`config.mk`:
```
export PLATFORM = sky130hd
export DESIGN_NAME = rcd_ca_front
export DESIGN_NICKNAME = d
export VERILOG_FILES = /design/src/rtl/addr_mirror.v /design/src/rtl/rcd_ca_front.v
export VERILOG_INCLUDE_DIRS = /design/src /design/src/rtl
export SDC_FILE = /design/constraint.sdc
export NUM_CORES = 1
export LEC_CHECK = 0
export CELL_PAD_IN_SITES_DETAIL_PLACEMENT = 0
export CELL_PAD_IN_SITES_GLOBAL_PLACEMENT = 2
export CORE_MARGIN = 1
export CORE_UTILIZATION = 41
export CTS_CLUSTER_SIZE = 14
export DETAILED_ROUTE_END_ITERATION = 7
export DONT_BUFFER_PORTS = 1
export PLACE_DENSITY = 0.84
export SLEW_MARGIN = 5
export SYNTH_ARGS = -nofsm -noshare
export SYNTH_HDL_FRONTEND = slang
export SYNTH_SLANG_ARGS = --single-unit
```
`constraint.sdc`:
```
create_clock -name core_clk -period 2.3 [get_ports core_clk]
set_input_delay 0 -clock core_clk [delete_from_list [all_inputs] [get_ports core_clk]]
set_output_delay 0 -clock core_clk [all_outputs]
set_load 0.05 [all_outputs]
```
`src/rtl/rcd_ca_regs.vh`:
```
// constants for the command/address register front end
`ifndef RCD_CA_REGS_VH
`define RCD_CA_REGS_VH
// address bus width and command/address word layout
`define ADDR_W          18
`define BANK_W          2
`define CS_W            4
// rank-select mode encodings for rank_select_mode_field
`define MODE_TWO_DIRECT 2'h0
`define MODE_FOUR_DIRECT 2'h1
`define MODE_FOUR_ENCODED 2'h2
// configuration word numbers reached by a control word write
`define CW_PARITY       4'hE
`define CW_MODULE       4'hD
// field positions inside configuration words
`define CW_PARITY_EN_BIT 0
`define CW_MODE_LSB     0
// reset values
`define PARITY_EN_RST   1'h0
`define MODE_RST        2'h0
`endif

```
`src/rtl/addr_mirror.v`:
```
// address and bank swap for mirrored ranks
`timescale 1ns/1ps
module addr_mirror
(
  input  wire [17:0] addr_in,     // connector address
  input  wire [1:0]  ba_in,       // connector bank address
  input  wire [1:0]  bg_in,       // connector bank group
  input  wire        mirror,      // rank is mirrored
  output reg  [17:0] addr_out,    // address toward dram
  output reg  [1:0]  ba_out,      // bank address toward dram
  output reg  [1:0]  bg_out       // bank group toward dram
);
  ////////////////////////////////////////////////////////////////////////////
  // pure rewiring; the same swap for every access keeps reads consistent
  always @*
  begin
    addr_out = addr_in;
    ba_out   = ba_in;
    bg_out   = bg_in;
    if (mirror)
    begin
      addr_out[3]  = addr_in[4];
      addr_out[4]  = addr_in[3];
      addr_out[5]  = addr_in[6];
      addr_out[6]  = addr_in[5];
      addr_out[7]  = addr_in[8];
      addr_out[8]  = addr_in[7];
      addr_out[11] = addr_in[13];
      addr_out[13] = addr_in[11];
      ba_out       = {ba_in[0], ba_in[1]};
      bg_out       = {bg_in[0], bg_in[1]};
    end
  end
endmodule // addr_mirror

```
`src/rtl/rcd_ca_front.v`:
```
// command/address register with parity check and rank select
`timescale 1ns/1ps
`include "rcd_ca_regs.vh"
module rcd_ca_front
#(
  parameter ADDR_W = `ADDR_W      // address width
)
(
  input  wire              core_clk,      // core clock
  input  wire              resetn,        // async reset, active low
  input  wire              cmd_clk,       // host command clock pin
  input  wire [3:0]        cs_n_in,       // host chip selects, active low
  input  wire              act_n_in,      // activate
  input  wire              ras_n_in,      // command bit
  input  wire              cas_n_in,      // command bit
  input  wire              we_n_in,       // command bit
  input  wire [ADDR_W-1:0] addr_in,       // connector address
  input  wire [1:0]        ba_in,         // bank address
  input  wire [1:0]        bg_in,         // bank group
  input  wire              host_parity_in,// host parity bit
  input  wire              cw_write,      // command-bus control word write
  input  wire              i2c_cw_valid,  // two-wire control word write pulse
  input  wire [3:0]        i2c_cw_num,    // two-wire word number
  input  wire [3:0]        i2c_cw_data,   // two-wire word data
  output reg  [3:0]        dram_cs_n,     // rank selects toward dram
  output reg               dram_act_n,    // forwarded activate
  output reg               dram_ras_n,    // forwarded command
  output reg               dram_cas_n,    // forwarded command
  output reg               dram_we_n,     // forwarded command
  output reg  [ADDR_W-1:0] dram_addr,     // forwarded address
  output reg  [1:0]        dram_ba,       // forwarded bank
  output reg  [1:0]        dram_bg,       // forwarded group
  output reg               alert_out,     // alert pin value, always low
  output reg               alert_oe_n,    // low drives alert low
  output reg               parity_en,     // parity config bit
  output reg  [1:0]        rank_select_mode_field // rank mode field
);
  ////////////////////////////////////////////////////////////////////////////
  // command clock edge finder: three stages, rise seen when second is high and third low
  reg ck_s1;  // first stage, read by ck_s2 only
  reg ck_s2;  // second stage
  reg ck_s3;  // third stage
  wire ck_rise = ck_s2 & ~ck_s3;  // one-cycle enable on host clock rise

  always @(posedge core_clk or negedge resetn)
  begin
    if (!resetn)
    begin
      ck_s1 <= 1'h0;
      ck_s2 <= 1'h0;
      ck_s3 <= 1'h0;
    end
    else
    begin
      ck_s1 <= cmd_clk;
      ck_s2 <= ck_s1;
      ck_s3 <= ck_s2;
    end
  end

  ////////////////////////////////////////////////////////////////////////////
  // sample the bus on the host edge; limitation: bus must be stable
  // for several core cycles around the host edge
  reg [3:0]        s_cs_n;  // sampled chip selects
  reg [3:0]        s_cmd;   // act, ras, cas, we
  reg [ADDR_W-1:0] s_addr;  // sampled address
  reg [1:0]        s_ba;    // sampled bank
  reg [1:0]        s_bg;    // sampled group
  reg              s_par;   // sampled parity
  reg              s_cw;    // sampled control word write
  reg              s_vld;   // sample taken this cycle

  always @(posedge core_clk or negedge resetn)
  begin
    if (!resetn)
    begin
      s_cs_n <= 4'hF;
      s_cmd  <= 4'hF;
      s_addr <= {ADDR_W{1'b0}};
      s_ba   <= 2'h0;
      s_bg   <= 2'h0;
      s_par  <= 1'h0;
      s_cw   <= 1'h0;
      s_vld  <= 1'h0;
    end
    else
    begin
      s_vld <= ck_rise;
      if (ck_rise)
      begin
        s_cs_n <= cs_n_in;
        s_cmd  <= {act_n_in, ras_n_in, cas_n_in, we_n_in};
        s_addr <= addr_in;
        s_ba   <= ba_in;
        s_bg   <= bg_in;
        s_par  <= host_parity_in;
        s_cw   <= cw_write;
      end
    end
  end

  ////////////////////////////////////////////////////////////////////////////
  // even parity over command, address and parity bit
  function parity_bad;
    input [3:0]        cmd;
    input [ADDR_W-1:0] a;
    input [1:0]        ba;
    input [1:0]        bg;
    input              p;
    begin
      parity_bad = ^{cmd, a, ba, bg, p};
    end
  endfunction

  // only selected (qualified) cycles are checked
  wire qualified = s_vld & ~(&s_cs_n);
  wire par_err   = qualified & parity_en & parity_bad(s_cmd, s_addr, s_ba, s_bg, s_par);

  ////////////////////////////////////////////////////////////////////////////
  // rank decode per mode; ranks 1 and 3 are mirrored
  reg [3:0] next_cs_n;  // decoded rank selects
  always @*
  begin
    next_cs_n = 4'hF;
    case (rank_select_mode_field)
      `MODE_TWO_DIRECT:   next_cs_n = {2'h3, s_cs_n[1:0]};
      `MODE_FOUR_DIRECT:  next_cs_n = s_cs_n;
      `MODE_FOUR_ENCODED:
      begin
        // cs0 low selects, cs1 picks the pair half, cs2 the pair
        if (!s_cs_n[0])
          next_cs_n = ~(4'h1 << {s_cs_n[2], s_cs_n[1]});
      end
      default:            next_cs_n = {2'h3, s_cs_n[1:0]};
    endcase
  end

  wire mirror = ~next_cs_n[1] | ~next_cs_n[3];
  wire [ADDR_W-1:0] m_addr;  // swapped address
  wire [1:0]        m_ba;    // swapped bank
  wire [1:0]        m_bg;    // swapped group

  addr_mirror u_mirror
  (
    .addr_in  (s_addr),
    .ba_in    (s_ba),
    .bg_in    (s_bg),
    .mirror   (mirror),
    .addr_out (m_addr),
    .ba_out   (m_ba),
    .bg_out   (m_bg)
  );

  ////////////////////////////////////////////////////////////////////////////
  // forward stage; a failed command leaves all ranks deselected
  wire fwd = qualified & ~par_err & ~s_cw;

  always @(posedge core_clk or negedge resetn)
  begin
    if (!resetn)
    begin
      dram_cs_n  <= 4'hF;
      dram_act_n <= 1'h1;
      dram_ras_n <= 1'h1;
      dram_cas_n <= 1'h1;
      dram_we_n  <= 1'h1;
      dram_addr  <= {ADDR_W{1'b0}};
      dram_ba    <= 2'h0;
      dram_bg    <= 2'h0;
    end
    else if (s_vld)
    begin
      dram_cs_n  <= fwd ? next_cs_n : 4'hF;
      dram_act_n <= s_cmd[3];
      dram_ras_n <= s_cmd[2];
      dram_cas_n <= s_cmd[1];
      dram_we_n  <= s_cmd[0];
      dram_addr  <= m_addr;
      dram_ba    <= m_ba;
      dram_bg    <= m_bg;
    end
  end

  ////////////////////////////////////////////////////////////////////////////
  // configuration words: command bus uses addr[7:4] number, addr[3:0] data
  wire bus_cw = qualified & s_cw & ~par_err;
  always @(posedge core_clk or negedge resetn)
  begin
    if (!resetn)
    begin
      parity_en              <= `PARITY_EN_RST;
      rank_select_mode_field <= `MODE_RST;
    end
    else if (bus_cw)
    begin
      if (s_addr[7:4] == `CW_PARITY)
        parity_en <= s_addr[`CW_PARITY_EN_BIT];
      if (s_addr[7:4] == `CW_MODULE)
        rank_select_mode_field <= s_addr[`CW_MODE_LSB+1:`CW_MODE_LSB];
    end
    else if (i2c_cw_valid)
    begin
      if (i2c_cw_num == `CW_PARITY)
        parity_en <= i2c_cw_data[`CW_PARITY_EN_BIT];
      if (i2c_cw_num == `CW_MODULE)
        rank_select_mode_field <= i2c_cw_data[`CW_MODE_LSB+1:`CW_MODE_LSB];
    end
  end

  ////////////////////////////////////////////////////////////////////////////
  // alert: open drain, pulled low for one host cycle per error
  always @(posedge core_clk or negedge resetn)
  begin
    if (!resetn)
    begin
      alert_out  <= 1'h0;
      alert_oe_n <= 1'h1;
    end
    else
    begin
      alert_out <= 1'h0;
      if (par_err)
        alert_oe_n <= 1'h0;
      else if (ck_rise)
        alert_oe_n <= 1'h1;
    end
  end
endmodule // rcd_ca_front

```
==> reports/results.tsv, run 1 <==
stage	metric	value	unit
finish	final_common_cell	dfrtp_1	
floorplan	die_height	90.0	um
synthesis	yosysWarnings	0	
hold_path	min_path_type	input port to flop	
timing	rsz0062_at_grt	yes	
placement	place_congestion	0.735	
worst_setup_path	worstPathRequired	2.54	ns
clocking	htree_levels	3	
floorplan	die_w	90.0	um
clocking	cts_tree	yes	
floorplan	ios	79	
flow_run	max_cap_violations	0	
placement	port-buffer-count	0	
finish	instances_no_fill	396	
finish	final_core_util	55.4	%
clocking	cts_buffers	9	
clocking	cts-root-buf	clkbuf_8	
synthesis	synthFlopType	dfrtp_1	
clocking	clock-sinks	70	
route	wl_per_cell	16.4	um
floorplan	die_area	8090	um^2
timing	maxSlewHeadroom	57.4	%
finish	fillers	657	
timing	min_period	2.21	ns
placement	placedCellCount	338	
route	via_count	2008	
worst_setup_path	endpoint_kind	flop	
route	firstDrtPassIters	4	
worst_setup_path	worst-endpoint-arrival	2.45	ns
clocking	clk_pin_slew	0.08	ns
timing	fin_tns_setup	0	ns
route	drtAntennaViolNets	0	
timing	fin_crit_sh	96.3	%
timing	fin_worst_skew	0.00767	ns
synthesis	avgSynthCellArea	13.2	um^2
grt	antenna_found_initial	0	
timing	clock.fmax	452	MHz
synthesis	synth_cell_types	37	
placement	dp.final_hpwl	4140	um
pwr	power.density	1320	nW/um^2
finish	insertedDiodeCount	0	
synthesis	ys_seq_area_share	55.9	%
clocking	cts_buffer_depth	2	
grt	grt_max_degree	71	
pwr	irDropWorstVdd	0.532	mV
worst_setup_path	reg2reg_slack	0.09	ns
route	drc	0	
pwr	p_leak	1.73	nW
synthesis	synth-async-reset-ratio	100	%
synthesis	ys_seq_elements	70	
worst_setup_path	crit_path_max_fanout	4	
route	vias_per_cell	5.07	
synthesis	synth_edf_count	0	
grt	grt-ovfl-total	0	
worst_setup_path	path_class	flop to flop	
timing	finalSetupViolations	0	
grt	grtUsageTotal	17.3	%
timing	hold_violations	0	
grt	grt_pass1_vias	2066	
synthesis	syn_nets	286	
timing	slew_viol_final	0	
timing	worst_pin_slew	0.640	ns
finish	final_cell_mix	dfrtp_1, mux2_2, dlygate4sd3_1	
status	outcome	finished clean	
floorplan	initial_core_util	43.1	%
route	drt-initial-drc-count	93	
synthesis	syn_inst	240	
grt	grt_pass1_wl	10700	um
finish	drive_above_1_share	34.7	%
clocking	clock_latency	0.35	ns
finish	nNetsFinal	338	
finish	syn_to_final_growth	28.7	%
route	wl	6500	um
pwr	power	5.39	mW
synthesis	syn_area	3170	um^2
worst_setup_path	cp-start-kind	flop	
floorplan	coreArea	7370	um^2
floorplan	num_rows	31	
## layout make-up
type                            instances  area [um^2]  area share [%]
Clock inverter                          7          145            3.56
Multi-Input combinational cell        153         1360            33.3
Clock buffer                            9          124            3.03
Sequential cell                        70         1770            43.4
Tap cell                               99          124            3.03
Inverter                                6         22.5           0.552
Timing Repair Buffer                   52          533            13.1
## repair_timing
action | CTS | global route
setup buffers | 0 | 2
gates resized for setup | 1 | 2
endpoints found under the hold margin | 106 | 0
setup endpoints to repair | 4 | 6
pin swaps | 4 | 7
hold buffers | 40 | 0
## report_power, final
group          internal (mW)  total, mW  switching [mW]
clock                  0.835       1.33           0.496
sequential              1.55       2.43           0.876
combinational          0.894       1.63           0.739
## critical path, cell delays in order, from the launching register on
cell and delay (ns):
dfrtp_1 0.42, xnor2_1 0.27, xnor2_2 0.17, xnor3_1 0.36
xnor3_2 0.28, a211oi_4 0.28, mux2i_1 0.23, mux2i_1 0.09
## registers in the layout (all words and copies together) (netlist names), 4 cells and up
register and cells:
dram_addr 18, s_addr 18, dram_cs_n 4, s_cmd 4, s_cs_n 4
## metal layers
metal	wire length [um]	GRT usage, %	vias up
met3	400	6.68	9
li1	-	-	945
met4	122	6.99	0
met1	2730	21.6	997
met2	3250	27.1	57
met5	0	0	-
## path summary, 6_finish.rpt
path | end | from | cells past startpoint
min | parity_en$_DFFE_PN0P_ | i2c_cw_num[3] | 3
min reg2reg | ck_s2$_DFF_PN0_ | ck_s1$_DFF_PN0_ | 0
max in group asynchronous | dram_cs_n[3]$_DFFE_PN1P_ | resetn | 2
max | rank_select_mode_field[1]$_DFFE_PN0P_ | s_addr[11]$_DFFE_PN0P_ | 7
max reg2reg | rank_select_mode_field[1]$_DFFE_PN0P_ | s_addr[11]$_DFFE_PN0P_ | 7
min in group asynchronous | dram_addr[16]$_DFFE_PN0P_ | resetn | 2
## Yosys cell counts (2+ instances only)
cell type	number	area share, %
inv_1	6	0.71
xor2_1	2	0.55
nand2b_1	2	0.39
dfstp_2	17	14
clkbuf_1	7	0.83
xnor2_1	19	5.2
nand2_1	2	0.24
dfrtp_1	53	42
a221oi_1	2	0.55
nor2_1	20	2.4
mux2i_1	16	5.0
ha_1	2	0.79
a21oi_1	16	2.5
nor3b_1	3	0.71
nand4b_1	2	0.55
mux2_2	46	16
o21ai_0	4	0.63
buf_1	2	0.24
## cell families after synthesis
logic type,synth area share [%]
and+or+nand+nor,6.31
xor gates and xnor gates,7.77
muxes,21.4
AOI/OAI and AO/OA,5.60
buffers and inverters,2.17
adders and majority gates,0.789
DFF,55.9
other,0.118
## stage by stage
stage | area, um^2 | worst slack [ns] | hold WS (ns)
final | 4080 | 0.0858 | 0.0851
after global routing | 4080 | -0.0780 | 0.117
after CTS | 4050 | 0.0219 | 0.0865
after detailed placement | 3360 | -0.0404 | -0.293
after global placement | 3360 | 0.0267 | -0.294
after floorplan | 3170 | 0.0995 | -0.296
(Power assumes the default switching activity.)
==> run 2: changes to the inputs <==
--- a/config.mk
+++ b/config.mk
@@ -13,7 +13,7 @@
 export CTS_CLUSTER_SIZE = 14
 export DETAILED_ROUTE_END_ITERATION = 7
 export DONT_BUFFER_PORTS = 1
-export PLACE_DENSITY = 0.84
+export PLACE_DENSITY = 0.74
 export SLEW_MARGIN = 5
 export SYNTH_ARGS = -nofsm -noshare
 export SYNTH_HDL_FRONTEND = slang
==> run 2 against run 1 <==
Utilization shrank 1.2 points. Hold slack got worse by 0.047 ns. Global-route usage fell by 0.23 points. Die area unchanged. Total power is 7.9% lower. Critical path depth unchanged. Sequential power barely moved. Maximum frequency up 2.2%.
==> reports/results.tsv, run 2 (synthesis gave the netlist of run 1 again) <==
stage	metric	value	unit
status	outcome	finished clean	
route	wl	6330	um
placement	dp_slack	-0.0122	ns
worst_setup_path	crit_path_max_fanout	4	
timing	fin_worst_skew	0.00466	ns
pwr	irDropWorstVdd	0.496	mV
route	drc	0	
timing	hold_violations	0	
floorplan	ios	79	
route	firstDrtPassIters	4	
timing	hold_slack	0.0378	ns
hold_path	min_path_type	input port to flop	
finish	syn_to_final_growth	25.9	%
worst_setup_path	cpMaxStageDelayCell	dfrtp_1	
clocking	cts_buffers	9	
finish	drive_above_1_share	35.7	%
worst_setup_path	endpoint_kind	flop	
grt	grt_pass1_vias	2166	
route	via_count	1974	
worst_setup_path	worstPathRequired	2.56	ns
floorplan	die_area	8090	um^2
worst_setup_path	cpMostUsedCell	xnor2_1	
floorplan	initial_core_util	43.1	%
pwr	power.density	1240	nW/um^2
timing	fin_ws	0.134	ns
route	vias_per_cell	4.95	
route	top_layer_used	met4	
grt	antenna_found_initial	0	
route	wl_met2	3060	um
finish	final_core_util	54.2	%
finish	nNetsFinal	341	
placement	dpl_cell_area	3360	um^2
clocking	cts_buffer_depth	2	
worst_setup_path	crit_family	XOR/XNOR gates	
timing	rsz0062_at_grt	yes	
worst_setup_path	critical_path.max_stage_delay	0.39	ns
finish	insertedDiodeCount	0	
placement	place_congestion	0.734	
finish	final_cell_area	4000	um^2
grt	grt-ovfl-total	0	
route	drt-initial-drc-count	45	
floorplan	coreArea	7370	um^2
clocking	clk_pin_slew	0.07	ns
pwr	p_leak	1.71	nW
route	dr_wl_met3	360	um
timing	fin_tns_setup	0	ns
finish	final_cell_mix	dfrtp_1, mux2_2, dlygate4sd3_1	
floorplan	die_height	90.0	um
clocking	cts_tree	yes	
timing	finalSetupViolations	0	
clocking	htree_levels	3	
clocking	cts-root-buf	clkbuf_8	
floorplan	die_w	90.0	um
placement	placedCellCount	341	
worst_setup_path	cp_cell_sequence	xnor2_1 > xnor2_1 > xnor3_1 > xnor3_2 > and2_4 > nor4b_4 > a31oi_1	
floorplan	num_rows	31	
timing	clock.fmax	462	MHz
route	drtAntennaViolNets	0	
finish	reg.largest.list	dram_addr (18), s_addr (18)	
finish	final_common_cell	dfrtp_1	
timing	min_period	2.17	ns
worst_setup_path	worst-endpoint-arrival	2.42	ns
route	m1WireLength	2830	um
grt	grtUsageTotal	17.1	%
placement	dp.final_hpwl	4100	um
worst_setup_path	path_class	flop to flop	
route	wl_per_cell	15.9	um
timing	worst_pin_slew	0.632	ns
timing	slew_viol_final	0	
clocking	clock-sinks	70	
timing	maxSlewHeadroom	57.9	%
worst_setup_path	cp-start-kind	flop	
clocking	clock_latency	0.34	ns
grt	grt_max_degree	71	
grt	grt_pass1_wl	10700	um
finish	fillers	669	
timing	fin_crit_sh	94.2	%
flow_run	max_cap_violations	0	
worst_setup_path	path_buf_inv	0	
pwr	power	4.96	mW
placement	port-buffer-count	0	
finish	instances_no_fill	399	
run 2: cell types whose count changed in the layout (fill, tap and decap cells not counted), moves of 2 or more:
cell	previous run	this run
buf_4	10	17
clkinv_2	0	4
bufinv_16	4	1
buf_12	2	0
clkbuf_1	0	2
dlygate4sd3_1	39	37
run 2: final timing paths:
path                       slack (ns)  cells after the start                   from                       end
setup / recovery                 0.13                      7  s_addr[5]$_DFFE_PN0P_  dram_cs_n[0]$_DFFE_PN1P_
hold / removal                   0.04                      2          i2c_cw_num[0]     parity_en$_DFFE_PN0P_
min in group asynchronous        0.21                      2                 resetn    dram_bg[1]$_DFFE_PN0P_
hold reg to reg                  0.36                      0        ck_s1$_DFF_PN0_           ck_s2$_DFF_PN0_
setup reg to reg                 0.13                      7  s_addr[5]$_DFFE_PN0P_  dram_cs_n[0]$_DFFE_PN1P_
max in group asynchronous        1.75                      2                 resetn     s_cs_n[2]$_DFFE_PN1P_
run 2: final cells by class:
class / count / area [um^2] / area share, %
repair buffers: 55 / 526 / 13.2
clock inverters: 5 / 50.0 / 1.25
multi-input cells: 153 / 1370 / 34.3
inverters: 6 / 22.5 / 0.564
clock buffers: 11 / 131 / 3.29
flip-flops and latches: 70 / 1770 / 44.4
well taps: 99 / 124 / 3.10
run 2: timing repair:
item                                   in CTS  in global routing
endpoints found under the hold margin     106                  0
hold buffers                               38                  0
pin swaps                                   1                  4
setup endpoints to repair                   6                  6
resized for setup                           0                  4
setup buffers                               0                  4
run 2: power breakdown:
| part | internal, mW | switching, mW | total, mW |
|---|---|---|---|
| sequential | 1.55 | 0.867 | 2.42 |
| clock | 0.494 | 0.440 | 0.934 |
| combinational | 0.867 | 0.743 | 1.61 |
run 2: routing by layer:
metal / vias up / global-route usage, %
li1: 941 / -
met5: - / 0
met3: 7 / 5.08
met2: 58 / 26.7
met4: 0 / 7.26
met1: 968 / 22.1
==> run 3: changes to the inputs <==
--- a/config.mk
+++ b/config.mk
@@ -13,7 +13,8 @@
 export CTS_CLUSTER_SIZE = 14
 export DETAILED_ROUTE_END_ITERATION = 7
 export DONT_BUFFER_PORTS = 1
-export PLACE_DENSITY = 0.74
+export MAX_ROUTING_LAYER = met4
+export PLACE_DENSITY_LB_ADDON = 0.2
 export SLEW_MARGIN = 5
 export SYNTH_ARGS = -nofsm -noshare
 export SYNTH_HDL_FRONTEND = slang
==> run 3 against run 2 <==
Total power up 0.58%. Worst setup slack worse by 0.030 ns. Global-route usage is 0.52 points higher. Critical path type unchanged. Largest power group unchanged.
==> reports/results.tsv, run 3 (synthesis gave the netlist of run 1 again) <==
stage	metric	value	unit
status	outcome	finished clean	
floorplan	ios	79	
floorplan	coreArea	7370	um^2
finish	instances_no_fill	396	
route	via_count	1961	
grt	grt-ovfl-total	0	
finish	drive_above_1_share	35.4	%
timing	rsz0062_at_grt	yes	
timing	maxSlewHeadroom	57.3	%
worst_setup_path	r2r_cells	7	
worst_setup_path	timing.rr.start	s_addr[9]$_DFFE_PN0P_	
route	drt-initial-drc-count	70	
timing	fin_worst_skew	0.00867	ns
clocking	clock_latency	0.34	ns
placement	dp.final_hpwl	4100	um
route	wl	6330	um
worst_setup_path	cpMaxStageDelayCell	xnor3_1	
hold_path	holdCritStartpoint	i2c_cw_num[0]	
pwr	p_leak	1.68	nW
finish	reg.largest.list	dram_addr (18), s_addr (18)	
grt	grt_use_met2	27.2	%
timing	worst_pin_slew	0.641	ns
clocking	cts-root-buf	clkbuf_8	
worst_setup_path	cp_cell_sequence	xor2_1 > xnor2_1 > xnor3_1 > xnor3_2 > and2_4 > nor4b_4 > a31oi_1	
worst_setup_path	r2r-end	dram_cs_n[0]$_DFFE_PN1P_	
placement	dp_slack	-0.00231	ns
placement	dpl_cell_area	3350	um^2
grt	grtUsageTotal	17.6	%
worst_setup_path	critical_path.max_stage_delay	0.43	ns
clocking	clock-sinks	70	
route	wl_per_cell	16.0	um
grt	grt_max_degree	71	
finish	final_cell_mix	dfrtp_1, mux2_2, dlygate4sd3_1	
worst_setup_path	reg2reg_slack	0.10	ns
worst_setup_path	path_class	flop to flop	
route	firstDrtPassIters	4	
pwr	power.density	1250	nW/um^2
finish	insertedDiodeCount	0	
placement	placedCellCount	340	
timing	fin_crit_sh	95.5	%
timing	fin_ws	0.104	ns
worst_setup_path	worst-endpoint-arrival	2.44	ns
pwr	power	4.99	mW
finish	final_core_util	54.2	%
worst_setup_path	endpoint_kind	flop	
timing	hold_violations	0	
placement	place_congestion	0.764	
timing	finalSetupViolations	0	
floorplan	initial_core_util	43.1	%
hold_path	holdPathStages	3	
timing	min_period	2.20	ns
floorplan	die_height	90.0	um
grt	antenna_found_initial	0	
hold_path	min_to	rank_select_mode_field[1]$_DFFE_PN0P_	
floorplan	die_w	90.0	um
clocking	cts_tree	yes	
clocking	htree_levels	3	
grt	grt_use_met3	5.92	%
grt	grt_pass1_wl	10800	um
finish	final_common_cell	dfrtp_1	
finish	syn_to_final_growth	25.8	%
floorplan	die_area	8090	um^2
finish	nNetsFinal	338	
worst_setup_path	cp-start-kind	flop	
timing	slew_viol_final	0	
grt	grt_busiest_layer	met2	
pwr	irDropWorstVdd	0.577	mV
flow_run	max_cap_violations	0	
clocking	cts_buffer_depth	2	
placement	port-buffer-count	0	
worst_setup_path	worstPathRequired	2.55	ns
floorplan	num_rows	31	
timing	clock.fmax	455	MHz
route	drc	0	
grt	grt_pass1_vias	2163	
finish	final_cell_area	3990	um^2
hold_path	min_path_type	input port to flop	
route	vias_per_cell	4.95	
clocking	cts_buffers	9	
grt	grt_util_met1	22.4	%
worst_setup_path	crit_path_max_fanout	4	
clocking	clk_pin_slew	0.08	ns
route	drtAntennaViolNets	0	
==> run 3: repair_timing <==
action                                 in CTS  in global routing
endpoints found under the hold margin     106                  0
setup endpoints to repair                   6                  6
hold buffers                               39                  0
buffers inserted                            0                  1
gates cloned                                0                  0
pin swaps                                   2                  4
gates resized for setup                     0                  4
==> run 3: report_power, final <==
part           total (mW)  switching (mW)  internal (mW)  leakage [nW]
clock               0.976           0.475          0.502        0.0879
sequential           2.42           0.873           1.55         0.791
combinational        1.59           0.741          0.850         0.802
==> run 3: worst max path at each step <==
stage / start / endpoint / slack (ns) / cells past startpoint
floorplan: rank_select_mode_field[0]$_DFFE_PN0P_ / dram_addr[11]$_DFFE_PN0P_ / 0.1 / 7
global placement: s_cmd[0]$_DFFE_PN1P_ / dram_cs_n[0]$_DFFE_PN1P_ / 0.008 / 7
detailed placement: s_cmd[0]$_DFFE_PN1P_ / dram_cs_n[0]$_DFFE_PN1P_ / -0.002 / 7
CTS: s_cmd[3]$_DFFE_PN1P_ / dram_cs_n[0]$_DFFE_PN1P_ / 0.02 / 7
global route: s_addr[9]$_DFFE_PN0P_ / rank_select_mode_field[0]$_DFFE_PN0P_ / -0.02 / 7
finish: s_addr[9]$_DFFE_PN0P_ / dram_cs_n[0]$_DFFE_PN1P_ / 0.10 / 7
==> run 3: cell type report <==
cell class	instances	area [um^2]
clock buffers	9	124
clock inverters	7	73.8
fillers	681	3380
inverters	6	22.5
multi-input cells	153	1370
flip-flops and latches	70	1770
well taps	99	124
repair buffers	52	505
==> run 3: metal layers <==
| layer | part of all wire, % | wire (um) | vias to the layer above |
|---|---|---|---|
| li1 | - | - | 936 |
| met1 | 47 | 2990 | 964 |
| met2 | 46 | 2950 | 54 |
| met3 | 5.3 | 334 | 7 |
| met4 | 0.99 | 63 | 0 |
| met5 | 0 | 0 | - |
==> run 3: critical path: cells and delay by family (launching register included) <==
family | cells | cell delay [ns]
flip-flops | 1 | 0.40
XOR/XNOR | 4 | 1.06
AO/OA/AOI/OAI | 1 | 0.13
AND/OR/NAND/NOR | 2 | 0.51
==> run 3: metrics by stage <==
step / TNS [ns] / hold slack, ns
after global placement: 0 / -0.293
after detailed placement: -0.00471 / -0.293
after global routing: -0.0316 / 0.0391
after CTS: 0 / 0.00632
final: 0 / 0.0244
after floorplan: 0 / -0.296
